[config.mk]
export PLATFORM = sky130hd
export DESIGN_NAME = jbst_tap
export DESIGN_NICKNAME = d
export VERILOG_FILES = /design/src/hw/jbst_pkg.sv /design/src/hw/jbst_jtag_if.sv /design/src/hw/jbst_pin_sync.sv /design/src/hw/jbst_bsr.sv /design/src/hw/jbst_tap.sv
export VERILOG_INCLUDE_DIRS = /design/src /design/src/hw
export SDC_FILE = /design/constraint.sdc
export NUM_CORES = 1
export LEC_CHECK = 0
export BUFFER_PORTS_ARGS = -buffer_cell sky130_fd_sc_hd__buf_2
export CAP_MARGIN = 20
export CORE_MARGIN = 2
export CORE_UTILIZATION = 40
export CTS_BUF_LIST = sky130_fd_sc_hd__clkbuf_8 sky130_fd_sc_hd__clkbuf_16
export DETAILED_ROUTE_END_ITERATION = 10
export GPL_TIMING_DRIVEN = 1
export PLACE_DENSITY = 0.69
export SLEW_MARGIN = 15
export SYNTH_ARGS = -nofsm -noshare
export SYNTH_HDL_FRONTEND = slang
export SYNTH_HIERARCHICAL = 1
export SYNTH_SLANG_ARGS = --single-unit
[constraint.sdc]
create_clock -name clk -period 11.7 [get_ports clk]
set_input_delay 1.755 -clock clk [delete_from_list [all_inputs] [get_ports clk]]
set_output_delay 1.755 -clock clk [all_outputs]
set_load 0.005 [all_outputs]
[src/hw/jbst_defines.svh]
// Purpose: Constants of the boundary-scan test access port.
// Assumes: Included by the package, the property module and the bench.
// Notes: Codes are ten bits, shifted in least significant bit first.
// How it works
// - Host drives tdi tms tck trst_n; device tdo.
// - Sample/preload captures pins, preloads pattern.
// - Extest drives pins from scan cells.
// - Bypass gives one-bit, one-stage serial path.
// - User code puts 32-bit code in path.
// - Id code shifts identification value out.
// - High-z selects bypass, floats every pin.
// - Clamp selects bypass, holds pins at cells.
// - Restart code emulates pulsing restart pin low.
// - I/O standard load; aborts running configuration.
// - Status held low until I/O update.
// - Instruction ten bits, user code thirty-two.
// - Keepers and pull-ups override test float.
`ifndef JBST_DEFINES_SVH
`define JBST_DEFINES_SVH

// -----------------------------------------------------------------
// Widths
// -----------------------------------------------------------------
`define JBST_IR_W 10
`define JBST_USER_W 32
`define JBST_PINS 8
`define JBST_IOSTD_W 2

// -----------------------------------------------------------------
// Instruction codes and reset values
// -----------------------------------------------------------------
`define JBST_I_SAMPLE 10'h005
`define JBST_I_EXTEST 10'h00f
`define JBST_I_BYPASS 10'h3ff
`define JBST_I_USER 10'h007
`define JBST_I_IDCODE 10'h006
`define JBST_I_HIGHZ 10'h00b
`define JBST_I_CLAMP 10'h00a
`define JBST_I_RECONF 10'h001
`define JBST_I_IOSTD 10'h00d
`define JBST_IR_CAPT 10'h001
`define JBST_ID_RESET 32'h0000_0001

`endif

[src/hw/jbst_pkg.sv]
// Purpose: Types shared by the test access port modules.
// Assumes: Constants come from the defines header.
// Notes: Nothing here is a process.
`include "jbst_defines.svh"
package jbst_pkg;
	// Controller states, written out in hex.
	typedef enum logic [3:0] {
		TLR = 4'h0, RTI = 4'h1, SEL_DR = 4'h2, CAP_DR = 4'h3,
		SH_DR = 4'h4, EX1_DR = 4'h5, PAU_DR = 4'h6, EX2_DR = 4'h7,
		UPD_DR = 4'h8, SEL_IR = 4'h9, CAP_IR = 4'ha, SH_IR = 4'hb,
		EX1_IR = 4'hc, PAU_IR = 4'hd, EX2_IR = 4'he, UPD_IR = 4'hf
	} jbst_tap_state_t;
	// Data register selected between tdi and tdo.
	typedef enum logic [2:0] {
		PATH_BYP = 3'h0, PATH_ID = 3'h1, PATH_USER = 3'h2,
		PATH_BSR = 3'h3, PATH_IOSTD = 3'h4
	} jbst_path_t;
	// Pin synchroniser state: bit 2 tck, bit 1 tms, bit 0 tdi.
	typedef struct packed {
		logic [2:0] s1;
		logic [2:0] s2;
		logic [2:0] s3;
		logic [2:0] filt;
		logic rise;
		logic fall;
	} jbst_sync_st_t;
	// Boundary cells: per pin {input, output, enable}.
	typedef struct packed {
		logic [3*`JBST_PINS-1:0] sh;
		logic [3*`JBST_PINS-1:0] upd;
	} jbst_bsr_st_t;
	// Controller state.
	typedef struct packed {
		jbst_tap_state_t st;
		logic [`JBST_IR_W-1:0] ir_sh;
		logic [`JBST_IR_W-1:0] ir;
		logic byp;
		logic [`JBST_USER_W-1:0] dr_sh;
		logic [`JBST_IOSTD_W*`JBST_PINS-1:0] io_sh;
		logic [`JBST_IOSTD_W*`JBST_PINS-1:0] io_std;
		logic tdo;
		logic tdo_oe;
		logic stat_low;
		logic reconf;
		logic abort;
	} jbst_tap_st_t;
endpackage

[src/hw/jbst_jtag_if.sv]
// Purpose: Sampled test-port signals shared by the modules.
// Assumes: All members belong to the clk domain.
// Notes: Edges are one-cycle pulses.
`timescale 1ns/1ps
interface jbst_jtag_if;
	logic tck_rise;
	logic tck_fall;
	logic tms;
	logic tdi;
	modport src (output tck_rise, tck_fall, tms, tdi);
	modport snk (input tck_rise, tck_fall, tms, tdi);
endinterface

[src/hw/jbst_pin_sync.sv]
// Purpose: Bring tck, tms and tdi into the clk domain.
// Assumes: tck is much slower than clk.
// Notes: A change counts once stages two and three agree.
`timescale 1ns/1ps
module jbst_pin_sync (
	// Clock and reset.
	input wire logic clk,
	input wire logic arst_n,
	// Raw test pins.
	input wire logic tck,
	input wire logic tms,
	input wire logic tdi,
	// Sampled view.
	jbst_jtag_if.src jt
);
	jbst_pkg::jbst_sync_st_t r_r; // Registered state.
	jbst_pkg::jbst_sync_st_t r_nxt; // Next state.

	// Stage one feeds only stage two; the filter looks at two and three.
	always_comb begin
		r_nxt = r_r;
		r_nxt.s1 = {tck, tms, tdi};
		r_nxt.s2 = r_r.s1;
		r_nxt.s3 = r_r.s2;
		for (int i = 0; i < 3; i++) begin
			if (r_r.s2[i] == r_r.s3[i]) begin
				r_nxt.filt[i] = r_r.s2[i];
			end
		end
		r_nxt.rise = ~r_r.filt[2] & r_nxt.filt[2];
		r_nxt.fall = r_r.filt[2] & ~r_nxt.filt[2];
	end

	// State register.
	always_ff @(posedge clk or negedge arst_n) begin
		if (!arst_n) begin
			r_r <= '0;
		end else begin
			r_r <= r_nxt;
		end
	end

	assign jt.tck_rise = r_r.rise;
	assign jt.tck_fall = r_r.fall;
	assign jt.tms = r_r.filt[1];
	assign jt.tdi = r_r.filt[0];
endmodule

[src/hw/jbst_bsr.sv]
// Purpose: Boundary-scan cells and the pin multiplexers.
// Assumes: Strobes are one-cycle pulses from the controller.
// Notes: Cell 0 enable bit sits nearest tdo.
`timescale 1ns/1ps
module jbst_bsr (
	// Clock and controller reset.
	input wire logic clk,
	input wire logic rst_n,
	// Serial input.
	jbst_jtag_if.snk jt,
	// Strobes and mode.
	input wire logic capture,
	input wire logic shift,
	input wire logic update,
	input wire logic test_drive,
	input wire logic highz,
	// Core and pad side.
	input wire logic [`JBST_PINS-1:0] core_out,
	input wire logic [`JBST_PINS-1:0] core_oe,
	input wire logic [`JBST_PINS-1:0] pin_in,
	input wire logic [`JBST_PINS-1:0] keeper_en,
	output logic [`JBST_PINS-1:0] pad_out,
	output logic [`JBST_PINS-1:0] pad_oe,
	output logic [`JBST_PINS-1:0] keeper_on,
	// Serial output.
	output logic so
);
	localparam int W = 3 * `JBST_PINS;
	jbst_pkg::jbst_bsr_st_t r_r; // Registered cells.
	jbst_pkg::jbst_bsr_st_t r_nxt; // Next cells.

	// Capture snapshots pins and core; shift moves toward tdo.
	always_comb begin
		r_nxt = r_r;
		if (capture) begin
			for (int i = 0; i < `JBST_PINS; i++) begin
				r_nxt.sh[3*i+2] = pin_in[i];
				r_nxt.sh[3*i+1] = core_out[i];
				r_nxt.sh[3*i] = core_oe[i];
			end
		end else if (shift) begin
			r_nxt.sh = {jt.tdi, r_r.sh[W-1:1]};
		end else if (update) begin
			r_nxt.upd = r_r.sh;
		end
	end

	// Cell registers.
	always_ff @(posedge clk or negedge rst_n) begin
		if (!rst_n) begin
			r_r <= '0;
		end else begin
			r_r <= r_nxt;
		end
	end

	// Pad multiplexers: float beats drive, test beats core.
	always_comb begin
		for (int i = 0; i < `JBST_PINS; i++) begin
			if (highz) begin
				pad_out[i] = 1'b0;
				pad_oe[i] = 1'b0;
			end else if (test_drive) begin
				pad_out[i] = r_r.upd[3*i+1];
				pad_oe[i] = r_r.upd[3*i];
			end else begin
				pad_out[i] = core_out[i];
				pad_oe[i] = core_oe[i];
			end
			// A keeper stays on whenever the pad floats, test or not.
			keeper_on[i] = keeper_en[i] & ~pad_oe[i];
		end
	end

	assign so = r_r.sh[0];
endmodule

[src/hw/jbst_tap.sv]
// Purpose: Test access port controller and its data registers.
// Assumes: clk runs far faster than tck; tck, tms and tdi are synchronised here.
// Notes: The controller acts on the sampled rising edge of tck.
`timescale 1ns/1ps
module jbst_tap #(
	// Identification value; arbitrary, lsb kept at one.
	parameter logic [31:0] ID_VALUE = `JBST_ID_RESET
) (
	// Clock and reset.
	input wire logic clk,
	input wire logic arst_n,
	// Test port pins.
	input wire logic tck,
	input wire logic tms,
	input wire logic tdi,
	input wire logic trst_n,
	output logic tdo,
	output logic tdo_oe,
	// Core side of the I/O pins.
	input wire logic [`JBST_PINS-1:0] core_out,
	input wire logic [`JBST_PINS-1:0] core_oe,
	input wire logic [`JBST_PINS-1:0] keeper_en,
	// Pad side of the I/O pins.
	input wire logic [`JBST_PINS-1:0] pin_in,
	output logic [`JBST_PINS-1:0] pad_out,
	output logic [`JBST_PINS-1:0] pad_oe,
	output logic [`JBST_PINS-1:0] keeper_on,
	// Configuration side.
	input wire logic [`JBST_USER_W-1:0] usercode,
	input wire logic config_active,
	output logic config_restart_req,
	output logic config_abort,
	output logic config_status_n_out,
	output logic config_status_n_oe,
	output logic [`JBST_IOSTD_W*`JBST_PINS-1:0] io_std
);
	// -----------------------------------------------------------------
	// Local sizes
	// -----------------------------------------------------------------
	localparam int IW = `JBST_IR_W;
	localparam int UW = `JBST_USER_W;
	localparam int SW = `JBST_IOSTD_W * `JBST_PINS;

	// -----------------------------------------------------------------
	// Signals
	// -----------------------------------------------------------------
	jbst_jtag_if jt (); // Sampled test port.
	jbst_pkg::jbst_tap_st_t r_r; // Registered controller state.
	jbst_pkg::jbst_tap_st_t r_nxt; // Next controller state.
	jbst_pkg::jbst_path_t path; // Path of the active instruction.
	logic tap_rst_n; // Controller reset, either source.
	logic bsr_cap; // Boundary capture strobe.
	logic bsr_sh; // Boundary shift strobe.
	logic bsr_upd; // Boundary update strobe.
	logic bsr_so; // Boundary serial out.
	logic test_drive; // Pins follow the update cells.
	logic highz; // Pins float.

	// -----------------------------------------------------------------
	// Functions
	// -----------------------------------------------------------------

	// Sixteen-state walk stepped by tms.
	function automatic jbst_pkg::jbst_tap_state_t step(
		input jbst_pkg::jbst_tap_state_t s,
		input logic m
	);
		jbst_pkg::jbst_tap_state_t t;
		t = s;
		case (s)
			jbst_pkg::TLR: t = m ? jbst_pkg::TLR : jbst_pkg::RTI;
			jbst_pkg::RTI: t = m ? jbst_pkg::SEL_DR : jbst_pkg::RTI;
			jbst_pkg::SEL_DR: t = m ? jbst_pkg::SEL_IR : jbst_pkg::CAP_DR;
			jbst_pkg::CAP_DR: t = m ? jbst_pkg::EX1_DR : jbst_pkg::SH_DR;
			jbst_pkg::SH_DR: t = m ? jbst_pkg::EX1_DR : jbst_pkg::SH_DR;
			jbst_pkg::EX1_DR: t = m ? jbst_pkg::UPD_DR : jbst_pkg::PAU_DR;
			jbst_pkg::PAU_DR: t = m ? jbst_pkg::EX2_DR : jbst_pkg::PAU_DR;
			jbst_pkg::EX2_DR: t = m ? jbst_pkg::UPD_DR : jbst_pkg::SH_DR;
			jbst_pkg::UPD_DR: t = m ? jbst_pkg::SEL_DR : jbst_pkg::RTI;
			jbst_pkg::SEL_IR: t = m ? jbst_pkg::TLR : jbst_pkg::CAP_IR;
			jbst_pkg::CAP_IR: t = m ? jbst_pkg::EX1_IR : jbst_pkg::SH_IR;
			jbst_pkg::SH_IR: t = m ? jbst_pkg::EX1_IR : jbst_pkg::SH_IR;
			jbst_pkg::EX1_IR: t = m ? jbst_pkg::UPD_IR : jbst_pkg::PAU_IR;
			jbst_pkg::PAU_IR: t = m ? jbst_pkg::EX2_IR : jbst_pkg::PAU_IR;
			jbst_pkg::EX2_IR: t = m ? jbst_pkg::UPD_IR : jbst_pkg::SH_IR;
			jbst_pkg::UPD_IR: t = m ? jbst_pkg::SEL_DR : jbst_pkg::RTI;
			default: t = jbst_pkg::TLR;
		endcase
		return t;
	endfunction

	// Maps an instruction to its data path; anything unknown is bypass.
	function automatic jbst_pkg::jbst_path_t path_of(
		input logic [IW-1:0] i
	);
		jbst_pkg::jbst_path_t p;
		p = jbst_pkg::PATH_BYP;
		if (i == `JBST_I_IDCODE) begin
			p = jbst_pkg::PATH_ID;
		end else if (i == `JBST_I_USER) begin
			p = jbst_pkg::PATH_USER;
		end else if (i == `JBST_I_SAMPLE || i == `JBST_I_EXTEST) begin
			p = jbst_pkg::PATH_BSR;
		end else if (i == `JBST_I_IOSTD) begin
			p = jbst_pkg::PATH_IOSTD;
		end
		return p;
	endfunction

	// -----------------------------------------------------------------
	// Pin sampling
	// -----------------------------------------------------------------

	// Three stages and a filter flop per pin; tck edges arrive as one-cycle pulses.
	jbst_pin_sync u_sync (
		.clk(clk),
		.arst_n(arst_n),
		.tck(tck),
		.tms(tms),
		.tdi(tdi),
		.jt(jt.src)
	);

	// The test reset must act at once, so it is not synchronised.
	// Release may land close to a clk edge; the host keeps tms high
	// across it, and the controller then simply stays in reset.
	assign tap_rst_n = arst_n & trst_n;

	// -----------------------------------------------------------------
	// Instruction decode
	// -----------------------------------------------------------------
	assign path = path_of(r_r.ir);
	// Clamp reuses the extest drive: pins show the update cells.
	assign test_drive = (r_r.ir == `JBST_I_EXTEST) ||
		(r_r.ir == `JBST_I_CLAMP);
	assign highz = (r_r.ir == `JBST_I_HIGHZ);

	// Boundary strobes follow the shared data-register timing.
	assign bsr_cap = jt.tck_rise && path == jbst_pkg::PATH_BSR &&
		r_r.st == jbst_pkg::CAP_DR;
	assign bsr_sh = jt.tck_rise && path == jbst_pkg::PATH_BSR &&
		r_r.st == jbst_pkg::SH_DR;
	assign bsr_upd = jt.tck_rise && path == jbst_pkg::PATH_BSR &&
		r_r.st == jbst_pkg::UPD_DR;

	// -----------------------------------------------------------------
	// Controller next state
	// -----------------------------------------------------------------

	// All register actions happen on the rising tck edge that leaves
	// the named state; tdo moves on the falling edge.
	always_comb begin
		r_nxt = r_r;
		r_nxt.reconf = 1'b0;
		r_nxt.abort = 1'b0;
		if (jt.tck_rise) begin
			r_nxt.st = step(r_r.st, jt.tms);
			case (r_r.st)
				jbst_pkg::TLR: begin
					// Reset leaves the identification path selected.
					r_nxt.ir = `JBST_I_IDCODE;
				end
				jbst_pkg::CAP_IR: begin
					r_nxt.ir_sh = `JBST_IR_CAPT;
				end
				jbst_pkg::SH_IR: begin
					r_nxt.ir_sh = {jt.tdi, r_r.ir_sh[IW-1:1]};
				end
				jbst_pkg::UPD_IR: begin
					r_nxt.ir = r_r.ir_sh;
					if (r_r.ir_sh == `JBST_I_RECONF) begin
						// Internal request only; the pin stays as it is.
						r_nxt.reconf = 1'b1;
					end
					if (r_r.ir_sh == `JBST_I_IOSTD) begin
						r_nxt.stat_low = 1'b1;
						// Loading during configuration stops it.
						r_nxt.abort = config_active;
					end
				end
				jbst_pkg::CAP_DR: begin
					r_nxt.byp = 1'b0;
					if (path == jbst_pkg::PATH_ID) begin
						r_nxt.dr_sh = ID_VALUE;
					end else if (path == jbst_pkg::PATH_USER) begin
						r_nxt.dr_sh = usercode;
					end
				end
				jbst_pkg::SH_DR: begin
					if (path == jbst_pkg::PATH_BYP) begin
						r_nxt.byp = jt.tdi;
					end else if (path == jbst_pkg::PATH_ID ||
						path == jbst_pkg::PATH_USER) begin
						r_nxt.dr_sh = {jt.tdi, r_r.dr_sh[UW-1:1]};
					end else if (path == jbst_pkg::PATH_IOSTD) begin
						r_nxt.io_sh = {jt.tdi, r_r.io_sh[SW-1:1]};
					end
				end
				jbst_pkg::UPD_DR: begin
					if (path == jbst_pkg::PATH_IOSTD) begin
						r_nxt.io_std = r_r.io_sh;
						r_nxt.stat_low = 1'b0;
					end
				end
				default: begin
					// Other states only move the walk.
				end
			endcase
		end
		if (jt.tck_fall) begin
			r_nxt.tdo_oe = 1'b0;
			if (r_r.st == jbst_pkg::SH_IR) begin
				r_nxt.tdo = r_r.ir_sh[0];
				r_nxt.tdo_oe = 1'b1;
			end else if (r_r.st == jbst_pkg::SH_DR) begin
				r_nxt.tdo_oe = 1'b1;
				case (path)
					jbst_pkg::PATH_ID: r_nxt.tdo = r_r.dr_sh[0];
					jbst_pkg::PATH_USER: r_nxt.tdo = r_r.dr_sh[0];
					jbst_pkg::PATH_BSR: r_nxt.tdo = bsr_so;
					jbst_pkg::PATH_IOSTD: r_nxt.tdo = r_r.io_sh[0];
					default: r_nxt.tdo = r_r.byp;
				endcase
			end
		end
	end

	// -----------------------------------------------------------------
	// Controller register
	// -----------------------------------------------------------------

	// Either reset puts the controller in Test-Logic-Reset at once.
	always_ff @(posedge clk or negedge tap_rst_n) begin
		if (!tap_rst_n) begin
			r_r <= '0;
			r_r.st <= jbst_pkg::TLR;
			r_r.ir <= `JBST_I_IDCODE;
		end else begin
			r_r <= r_nxt;
		end
	end

	// -----------------------------------------------------------------
	// Boundary-scan cells
	// -----------------------------------------------------------------

	// Cells and pad multiplexers; extest and sample share the chain.
	jbst_bsr u_bsr (
		.clk(clk),
		.rst_n(tap_rst_n),
		.jt(jt.snk),
		.capture(bsr_cap),
		.shift(bsr_sh),
		.update(bsr_upd),
		.test_drive(test_drive),
		.highz(highz),
		.core_out(core_out),
		.core_oe(core_oe),
		.pin_in(pin_in),
		.keeper_en(keeper_en),
		.pad_out(pad_out),
		.pad_oe(pad_oe),
		.keeper_on(keeper_on),
		.so(bsr_so)
	);

	// -----------------------------------------------------------------
	// Outputs
	// -----------------------------------------------------------------
	assign tdo = r_r.tdo;
	assign tdo_oe = r_r.tdo_oe;
	assign config_restart_req = r_r.reconf;
	assign config_abort = r_r.abort;
	// Open drain: only ever pulls low.
	assign config_status_n_out = 1'b0;
	assign config_status_n_oe = r_r.stat_low;
	assign io_std = r_r.io_std;
endmodule

**Word level (Yosys, flattened, before mapping)**

Cells that the tools add are included.

- Bitwise logic cells: 25
- Equality and inequality tests: 37
- Multiplexer cells: 72
- Reduce and logical (&&, ||, !) cells: 28

Operators with widths:

| kind | count |
|---|---|
| $mux W32 | 3 |
| $pmux W33 S2 | 1 |
| $eq A10 B4 Y1 const B | 5 |
| $mux W24 | 2 |
| $mux W48 | 1 |
| $pmux W4 S12 | 1 |
| $mux W1 | 41 |
| $pmux W10 S2 | 2 |
| $eq A4 B4 Y1 const B | 8 |
| $mux W16 | 2 |
| $eq A10 B3 Y1 const B | 3 |
| $mux W3 | 6 |
| $eq A4 B3 Y1 const B | 4 |
| $mux W4 | 4 |
| $mux W2 | 7 |
| $not A1 Y1 | 14 |
| $reduce_bool A2 Y1 | 6 |
| $and A1 B1 Y1 | 11 |
| $eq A10 B1 Y1 const B | 1 |
| $reduce_and A5 Y1 | 2 |
| $reduce_and A3 Y1 | 3 |
| $eq A4 B2 Y1 const B | 2 |
| $eq A3 B2 Y1 const B | 2 |
| $ne A2 B1 Y1 const B | 3 |
| 16 further kinds | 28 |

- Logic and storage cells: 184
- Bits in registers: 155
- Output and inout port bits: 46

**Longest topological paths before layout**

Gate-level depths: netlist of run 1.

- Word-level depth: 10
- Gate-level depth with buffers: 8
- Mapped depth without buffers: 6

**By module**

The synthesis of run 1 kept the hierarchy.

Modules (own cells, without submodules):

| module | cells each | seq. area each (um^2) | instances | area each (um^2) |
|---|---|---|---|---|
| jbst_tap | 420 | 2354.8 | 1 | 4424.2 |
| jbst_bsr | 182 | 1001.0 | 1 | 2003.2 |
| jbst_pin_sync | 19 | 350.3 | 1 | 401.6 |

**Worst setup path after synthesis of run 1**

No wires, ideal clock.

- Kind: flip-flop to output port
- Start point: reg, netlist name r_r[75]
- End point: out keeper_on[0]
- Data required time: 9.945 ns
- Cell stages (with the launch flop): 7
- Arrival time: 2.151 ns
- Path slack: 7.794 ns
- Path through: dfrtp_1 -> or4_1 -> nor3_1 -> nand3_1 -> nor3b_1 -> clkbuf_1 -> o21a_1

RTL lines:

| item | line | source |
|---|---|---|
| end: declaration | jbst_tap.sv:27 | `` output logic [`JBST_PINS-1:0] keeper_on, `` |

==> results.py, run 1 <==
metrics = {
    "synth": {
        "synth_edf_count": 0,
        "synth-seq-cells": 148,
        "ys_top_cells_by_area": "dfrtp_1 53%, mux2_2 7.4%, mux2i_1 6.0%",
        "ys_warn_count": 6,
        "postSynthAreaPerCell_um2": 11.0,
        "async_flop_share": 1.00,
        "netlist_area_um2": 6830,
        "synth_area_leader_cell": "dfrtp_1",
        "dominantRegCellSynth": "dfrtp_1",
        "ys_seq_area_frac": 0.543,
        "ys_types": 57,
        "synth_top_area_share": 0.535,
        "mappedNetlistNets": 692,
        "netlist_instances": 621,
    },
    "cts": {
        "clock_sinks": 148,
        "cts_setup_buffers": 0,
        "cts_made_buffers": 17,
        "cts.clk_slew.worst_paths_ns": 0.06,
        "cts.repair.resized": 0,
        "insertion_delay_ns": 0.41,
        "cts_tree": "done",
        "cts-htree-levels": 4,
        "hold_buffers": 0,
        "cts-root-buf": "clkbuf_16",
        "clock_path_buffers": 2,
    },
    "die": {
        "die_area_um2": 18100,
        "core.rowCount": 47,
        "die_w_um": 135,
        "dieHeight_um": 135,
        "core_area_um2": 16600,
        "initial_core_util": 0.410,
        "pin_count": 117,
    },
    "critical_path": {
        "worstSetupPathType": "reg -> out",
        "required_ns": 9.95,
        "critPathArrivalTime_ns": 2.97,
        "cp-end-kind": "output pin",
        "critPathLaunchType": "flop",
        "crit_fanout": 16,
    },
    "sta": {
        "fin_tns_setup_ns": 0,
        "max_freq_mhz": 211,
        "relSlewSlack": 0.284,
        "fin_skew_ns": 0.00701,
        "worst_pin_slew_ns": 1.07,
        "slew_violations": 0,
        "rsz0062_at_grt": "no",
        "holdWs_ns": 0.347,
        "final.period_utilization": 0.404,
        "hold_viol_final": 0,
        "min_period_ns": 4.73,
        "finalSetupViolCount": 0,
    },
    "detailed_routing": {
        "postRouteAntennaNets": 0,
        "vias_per_cell": 5.18,
        "drt_iter0_drc": 435,
        "routedWlPerCell_um": 15.2,
        "finalWirelength_mm": 14.2,
        "drc_errors": 0,
        "first_pass_iters": 5,
        "routed-via-count": 4853,
    },
    "finish": {
        "instances_no_fill": 936,
        "seqCellArea_um2": 3710,
        "fin_nets": 774,
        "area_delta_synth_final_pct": 18.7,
        "drive_above_1_share": 0.309,
        "mostFrequentLayoutCells": "146 x dfrtp_1, 115 x buf_2, 54 x nand2_1, 54 x nor2_1, 45 x mux2_2",
        "final_common_cell": "dfrtp_1",
        "n_fill_cell": 1482,
        "multiInputGateArea_um2": 2800,
        "antenna_cells": 0,
    },
    "grt": {
        "grt_pass1_vias": 4773,
        "antenna_found_initial": 0,
        "grt_first_pass_wirelength_mm": 23.6,
        "grt_usage": 0.162,
        "overflow": 0,
        "grt_max_degree": 76,
    },
    "placement": {
        "dp.cells": 903,
        "port_buffers": 115,
        "place.gp.congestion": 0.777,
        "dp_hpwl_mm": 9.26,
    },
    "pwr": {
        "power.density_nw_per_um2": 184,
        "leakage_nw": 3.58,
        "ir_drop_mv": 0.117,
    },
    "worst_hold_path": {
        "min_path_type": "reg -> reg",
    },
    "flow_run": {
        "drv_cap": 0,
    },
    "status": {
        "status": "completed",
    },
}
per-stage QoR:
step	instance area, um2	utilization	total power [W]	worst slack [ns]
floorplan	6830	-	0.000843	5.68
global placement	7430	0.446	0.000909	7.17
detailed placement	7430	0.446	0.000917	7.08
CTS	8080	0.485	0.00151	6.63
global route	8110	0.487	0.00158	6.77
finish	8110	0.487	0.00150	6.97
area by class of cell:
| cell class | count | share of cell area |
|---|---|---|
| Clock buffer | 19 | 0.0559 |
| Clock inverter | 13 | 0.0239 |
| Tap cell | 220 | 0.0339 |
| Inverter | 7 | 0.00324 |
| Sequential cell | 148 | 0.457 |
| Multi-Input combinational cell | 406 | 0.345 |
| Timing Repair Buffer | 123 | 0.0809 |
power by group:
group / total [W] / switching [W] / internal (W) / leakage, nW
clock network: 0.000587 / 0.000215 / 0.000372 / 0.315
registers: 0.000645 / 0.0000698 / 0.000575 / 1.83
logic: 0.000264 / 0.000145 / 0.000119 / 1.44
total: 0.00150 / 0.000430 / 0.00107 / 3.58
kinds of logic after synthesis:
group | after synthesis | synth area share
mux | 89 | 0.139
buf+inv | 67 | 0.0522
simple gates | 162 | 0.118
flops | 148 | 0.543
other cells | 1 | 0.000549
xor+xnor | 2 | 0.00257
compound gates | 149 | 0.139
fa+ha+maj | 3 | 0.00495
worst paths after layout:
| kind | startpoint | slack (ns) | cells past startpoint | endpoint |
|---|---|---|---|---|
| max in group asynchronous | arst_n | 9.05 | 3 | u_bsr/so |
| setup reg to reg | r_r[90] | 8.67 | 5 | u_bsr/r_r[6] |
| setup / recovery | r_r[75] | 6.97 | 7 | keeper_on[0] |
| hold / removal | u_sync/r_nxt[9] | 0.35 | 0 | u_sync/r_nxt[6] |
| hold reg to reg | u_sync/r_nxt[9] | 0.35 | 0 | u_sync/r_nxt[6] |
| min in group asynchronous | arst_n | 1.23 | 1 | u_sync/r_nxt[8] |
per-layer routing:
metal,track usage,routed length (um),vias up
met3,0.0383,594,11
met5,0,0,-
met2,0.250,6660,122
met4,0.0468,179,0
li1,-,-,2360
met1,0.230,6790,2360
worst max-delay path, cell delays in order (launching register included):
cell     delay (ns)
dfrtp_1        0.41
or4_1          0.60
nor3_1         0.17
nand3_1        0.19
nor2_4         0.60
mux2i_1        0.35
o21a_1         0.14
buf_2          0.10
synthesized netlist by cell type (all sizes together) (2+ instances only):
library cell / count
a2111oi: 2
a211oi: 2
a21oi: 42
a22o: 10
a22oi: 31
a31oi: 3
and2: 3
and3: 3
buf: 34
clkbuf: 26
dfrtp: 146
dfstp: 2
inv: 7
maj3: 3
mux2: 48
mux2i: 41
nand2: 54
nand2b: 2
nand3: 5
nand3b: 2
nand4: 2
nand4b: 3
nor2: 55
nor2b: 8
nor3: 8
nor3b: 6
nor4: 2
nor4b: 3
o211ai: 3
o21a: 8
o21ai: 39
o22ai: 2
registers in the layout, summed over array words and instances, names as in the netlist:
name and flops:
u_bsr/so 1, io_std 16, config_abort 1, r_r 73, u_sync/jt.tck_fall 1, u_sync/jt.tdi 1, u_sync/r_nxt 6, u_sync/jt.tck_rise 1
u_sync/jt.tms 1, config_status_n_oe 1, tdo_oe 1, u_sync/r_r 4, tdo 1, u_bsr/r_r 39, config_restart_req 1
No activity file was read; power rests on OpenSTA's default activity.
==> inputs of run 2 (changes only) <==
--- a/config.mk
+++ b/config.mk
@@ -13,7 +13,7 @@
 export CTS_BUF_LIST = sky130_fd_sc_hd__clkbuf_8 sky130_fd_sc_hd__clkbuf_16
 export DETAILED_ROUTE_END_ITERATION = 10
 export GPL_TIMING_DRIVEN = 1
-export PLACE_DENSITY = 0.69
+export PLACE_DENSITY = 0.71
 export SLEW_MARGIN = 15
 export SYNTH_ARGS = -nofsm -noshare
 export SYNTH_HDL_FRONTEND = slang
==> constraint.sdc (replaced) <==
create_clock -name clk -period 4.35 [get_ports clk]
set_input_delay 0.6525 -clock clk [delete_from_list [all_inputs] [get_ports clk]]
set_output_delay 0.6525 -clock clk [all_outputs]
set_load 0.005 [all_outputs]
==> run 2 against run 1 <==
  * Final cell count is 0.21% higher
  * Flip-flop and latch count stayed put
  * Register-to-register slack worse by 7.3 ns
  * Die area stayed put
  * Hold slack worse by 0.22 ns
  * Critical path depth is 1 higher
  * Combinational power grew to 2.7 times the previous value
  * First-iteration DRC count is 38% lower
  * Core utilization is 0.19 points lower
  * Highest routed layer unchanged
==> results.py, run 2 (same netlist as run 1, synthesis figures left out) <==
metrics = {
    "detailed_routing": {
        "first_pass_iters": 4,
        "routedWlPerCell_um": 14.8,
        "routed-via-count": 4819,
        "drt_iter0_drc": 271,
        "drc_errors": 0,
        "vias_per_cell": 5.14,
        "postRouteAntennaNets": 0,
        "finalWirelength_mm": 13.9,
    },
    "cts": {
        "cts.clk_slew.worst_paths_ns": 0.06,
        "cts_setup_buffers": 0,
        "clock_sinks": 148,
        "cts-htree-levels": 4,
        "cts_tree": "done",
        "cts_made_buffers": 17,
        "clock_path_buffers": 2,
        "cts.repair.resized": 0,
        "insertion_delay_ns": 0.41,
        "hold_buffers": 0,
        "cts-root-buf": "clkbuf_16",
    },
    "critical_path": {
        "cp-end-kind": "output pin",
        "crit_buf_inv": 2,
        "critical-path-top-delay-family": "simple AND/OR/NAND/NOR gates",
        "required_ns": 3.70,
        "crit_fanout": 16,
        "critPathArrivalTime_ns": 2.69,
        "cpPeakStageDelay_ns": 0.60,
        "cp_cell_sequence": "or4_1, nor3_1, nand3_1, nor2_2, buf_4, mux2i_1, o21a_1, buf_2",
        "critPathLaunchType": "flop",
        "worstSetupPathType": "reg -> out",
        "cp_slowest_cell": "or4_1",
    },
    "die": {
        "die_w_um": 135,
        "initial_core_util": 0.410,
        "core.rowCount": 47,
        "die_area_um2": 18100,
        "dieHeight_um": 135,
        "pin_count": 117,
        "core_area_um2": 16600,
    },
    "pwr": {
        "power.total_w": 0.00396,
        "power.density_nw_per_um2": 490,
        "leakage_nw": 3.57,
        "ir_drop_mv": 0.332,
    },
    "finish": {
        "regMostFlops": "r_r",
        "largest_reg_flops": 73,
        "mostFrequentLayoutCells": "146 x dfrtp_1, 115 x buf_2, 54 x nand2_1, 54 x nor2_1, 45 x mux2_2",
        "area_delta_synth_final_pct": 18.3,
        "final_common_cell": "dfrtp_1",
        "fin_nets": 776,
        "n_fill_cell": 1529,
        "fin_util": 0.485,
        "antenna_cells": 0,
        "drive_above_1_share": 0.309,
    },
    "flow_run": {
        "drv_cap": 0,
    },
    "sta": {
        "finalSetupViolCount": 0,
        "fin_tns_setup_ns": 0,
        "hold_viol_final": 0,
        "worst_pin_slew_ns": 0.992,
        "rsz0062_at_grt": "no",
        "final.period_utilization": 0.768,
        "slew_violations": 0,
        "relSlewSlack": 0.334,
        "worst_slack_ns": 1.01,
        "min_period_ns": 3.34,
        "max_freq_mhz": 299,
        "fin_skew_ns": 0.0103,
    },
    "placement": {
        "port_buffers": 115,
        "place.gp.congestion": 0.783,
        "dp_hpwl_mm": 9.13,
        "dp_slack_ns": 1.40,
    },
    "grt": {
        "grt_max_degree": 70,
        "antenna_found_initial": 0,
        "grt_first_pass_wirelength_mm": 22.8,
        "grt_usage": 0.158,
        "grt_pass1_vias": 4647,
        "overflow": 0,
    },
    "worst_hold_path": {
        "min_path_type": "in -> async",
    },
    "status": {
        "status": "completed",
    },
}
-- run 2: where the power goes --
group / internal (W) / switching [W] / total (W) / leakage (nW)
registers: 0.00155 / 0.000190 / 0.00174 / 1.83
clock network: 0.000926 / 0.000585 / 0.00151 / 0.299
logic: 0.000323 / 0.000384 / 0.000707 / 1.45
total: 0.00279 / 0.00116 / 0.00396 / 3.57
-- run 2: area by class of cell --
type	count	area [um2]	share of cell area
clock buffer	18	439	0.0544
clock inverter	14	175	0.0217
inverter	7	26.3	0.00325
multi-input combinational	406	2790	0.346
sequential	148	3710	0.459
tap	220	275	0.0341
timing repair buffer	125	663	0.0821
-- run 2: stage by stage --
stage	std cells	hold slack, ns	area, um2
after floorplan	621	0.331	6830
after global placement	906	0.334	7460
after detailed placement	906	0.336	7460
after CTS	938	0.114	8080
after global routing	938	0.132	8080
final	938	0.126	8080
-- run 2: worst register-to-register path, cell delays in order, from the launching register on --
cell	delay, ns
dfrtp_1	0.69
or4b_1	0.84
nor4_4	0.89
mux2_2	0.42
-- run 2: metal layers --
layer,global-route usage,share of wire
met5,0,0
met4,0.0450,0.012
met3,0.0420,0.045
met2,0.253,0.47
met1,0.211,0.48
-- run 2: path summary, 6_finish.rpt --
check | end | start | slack, ns | depth (start not counted)
worst min register to register | u_sync/r_nxt[5] | u_sync/r_nxt[8] | 0.35 | 0
min in group clk | u_sync/r_nxt[10] | tck | 0.34 | 1
worst min-delay path | u_sync/r_nxt[10] | arst_n | 0.13 | 1
worst max register to register | r_r[34] | r_r[90] | 1.40 | 3
worst max-delay path | keeper_on[4] | r_r[75] | 1.01 | 8
max in group asynchronous | r_r[68] | arst_n | 2.97 | 3
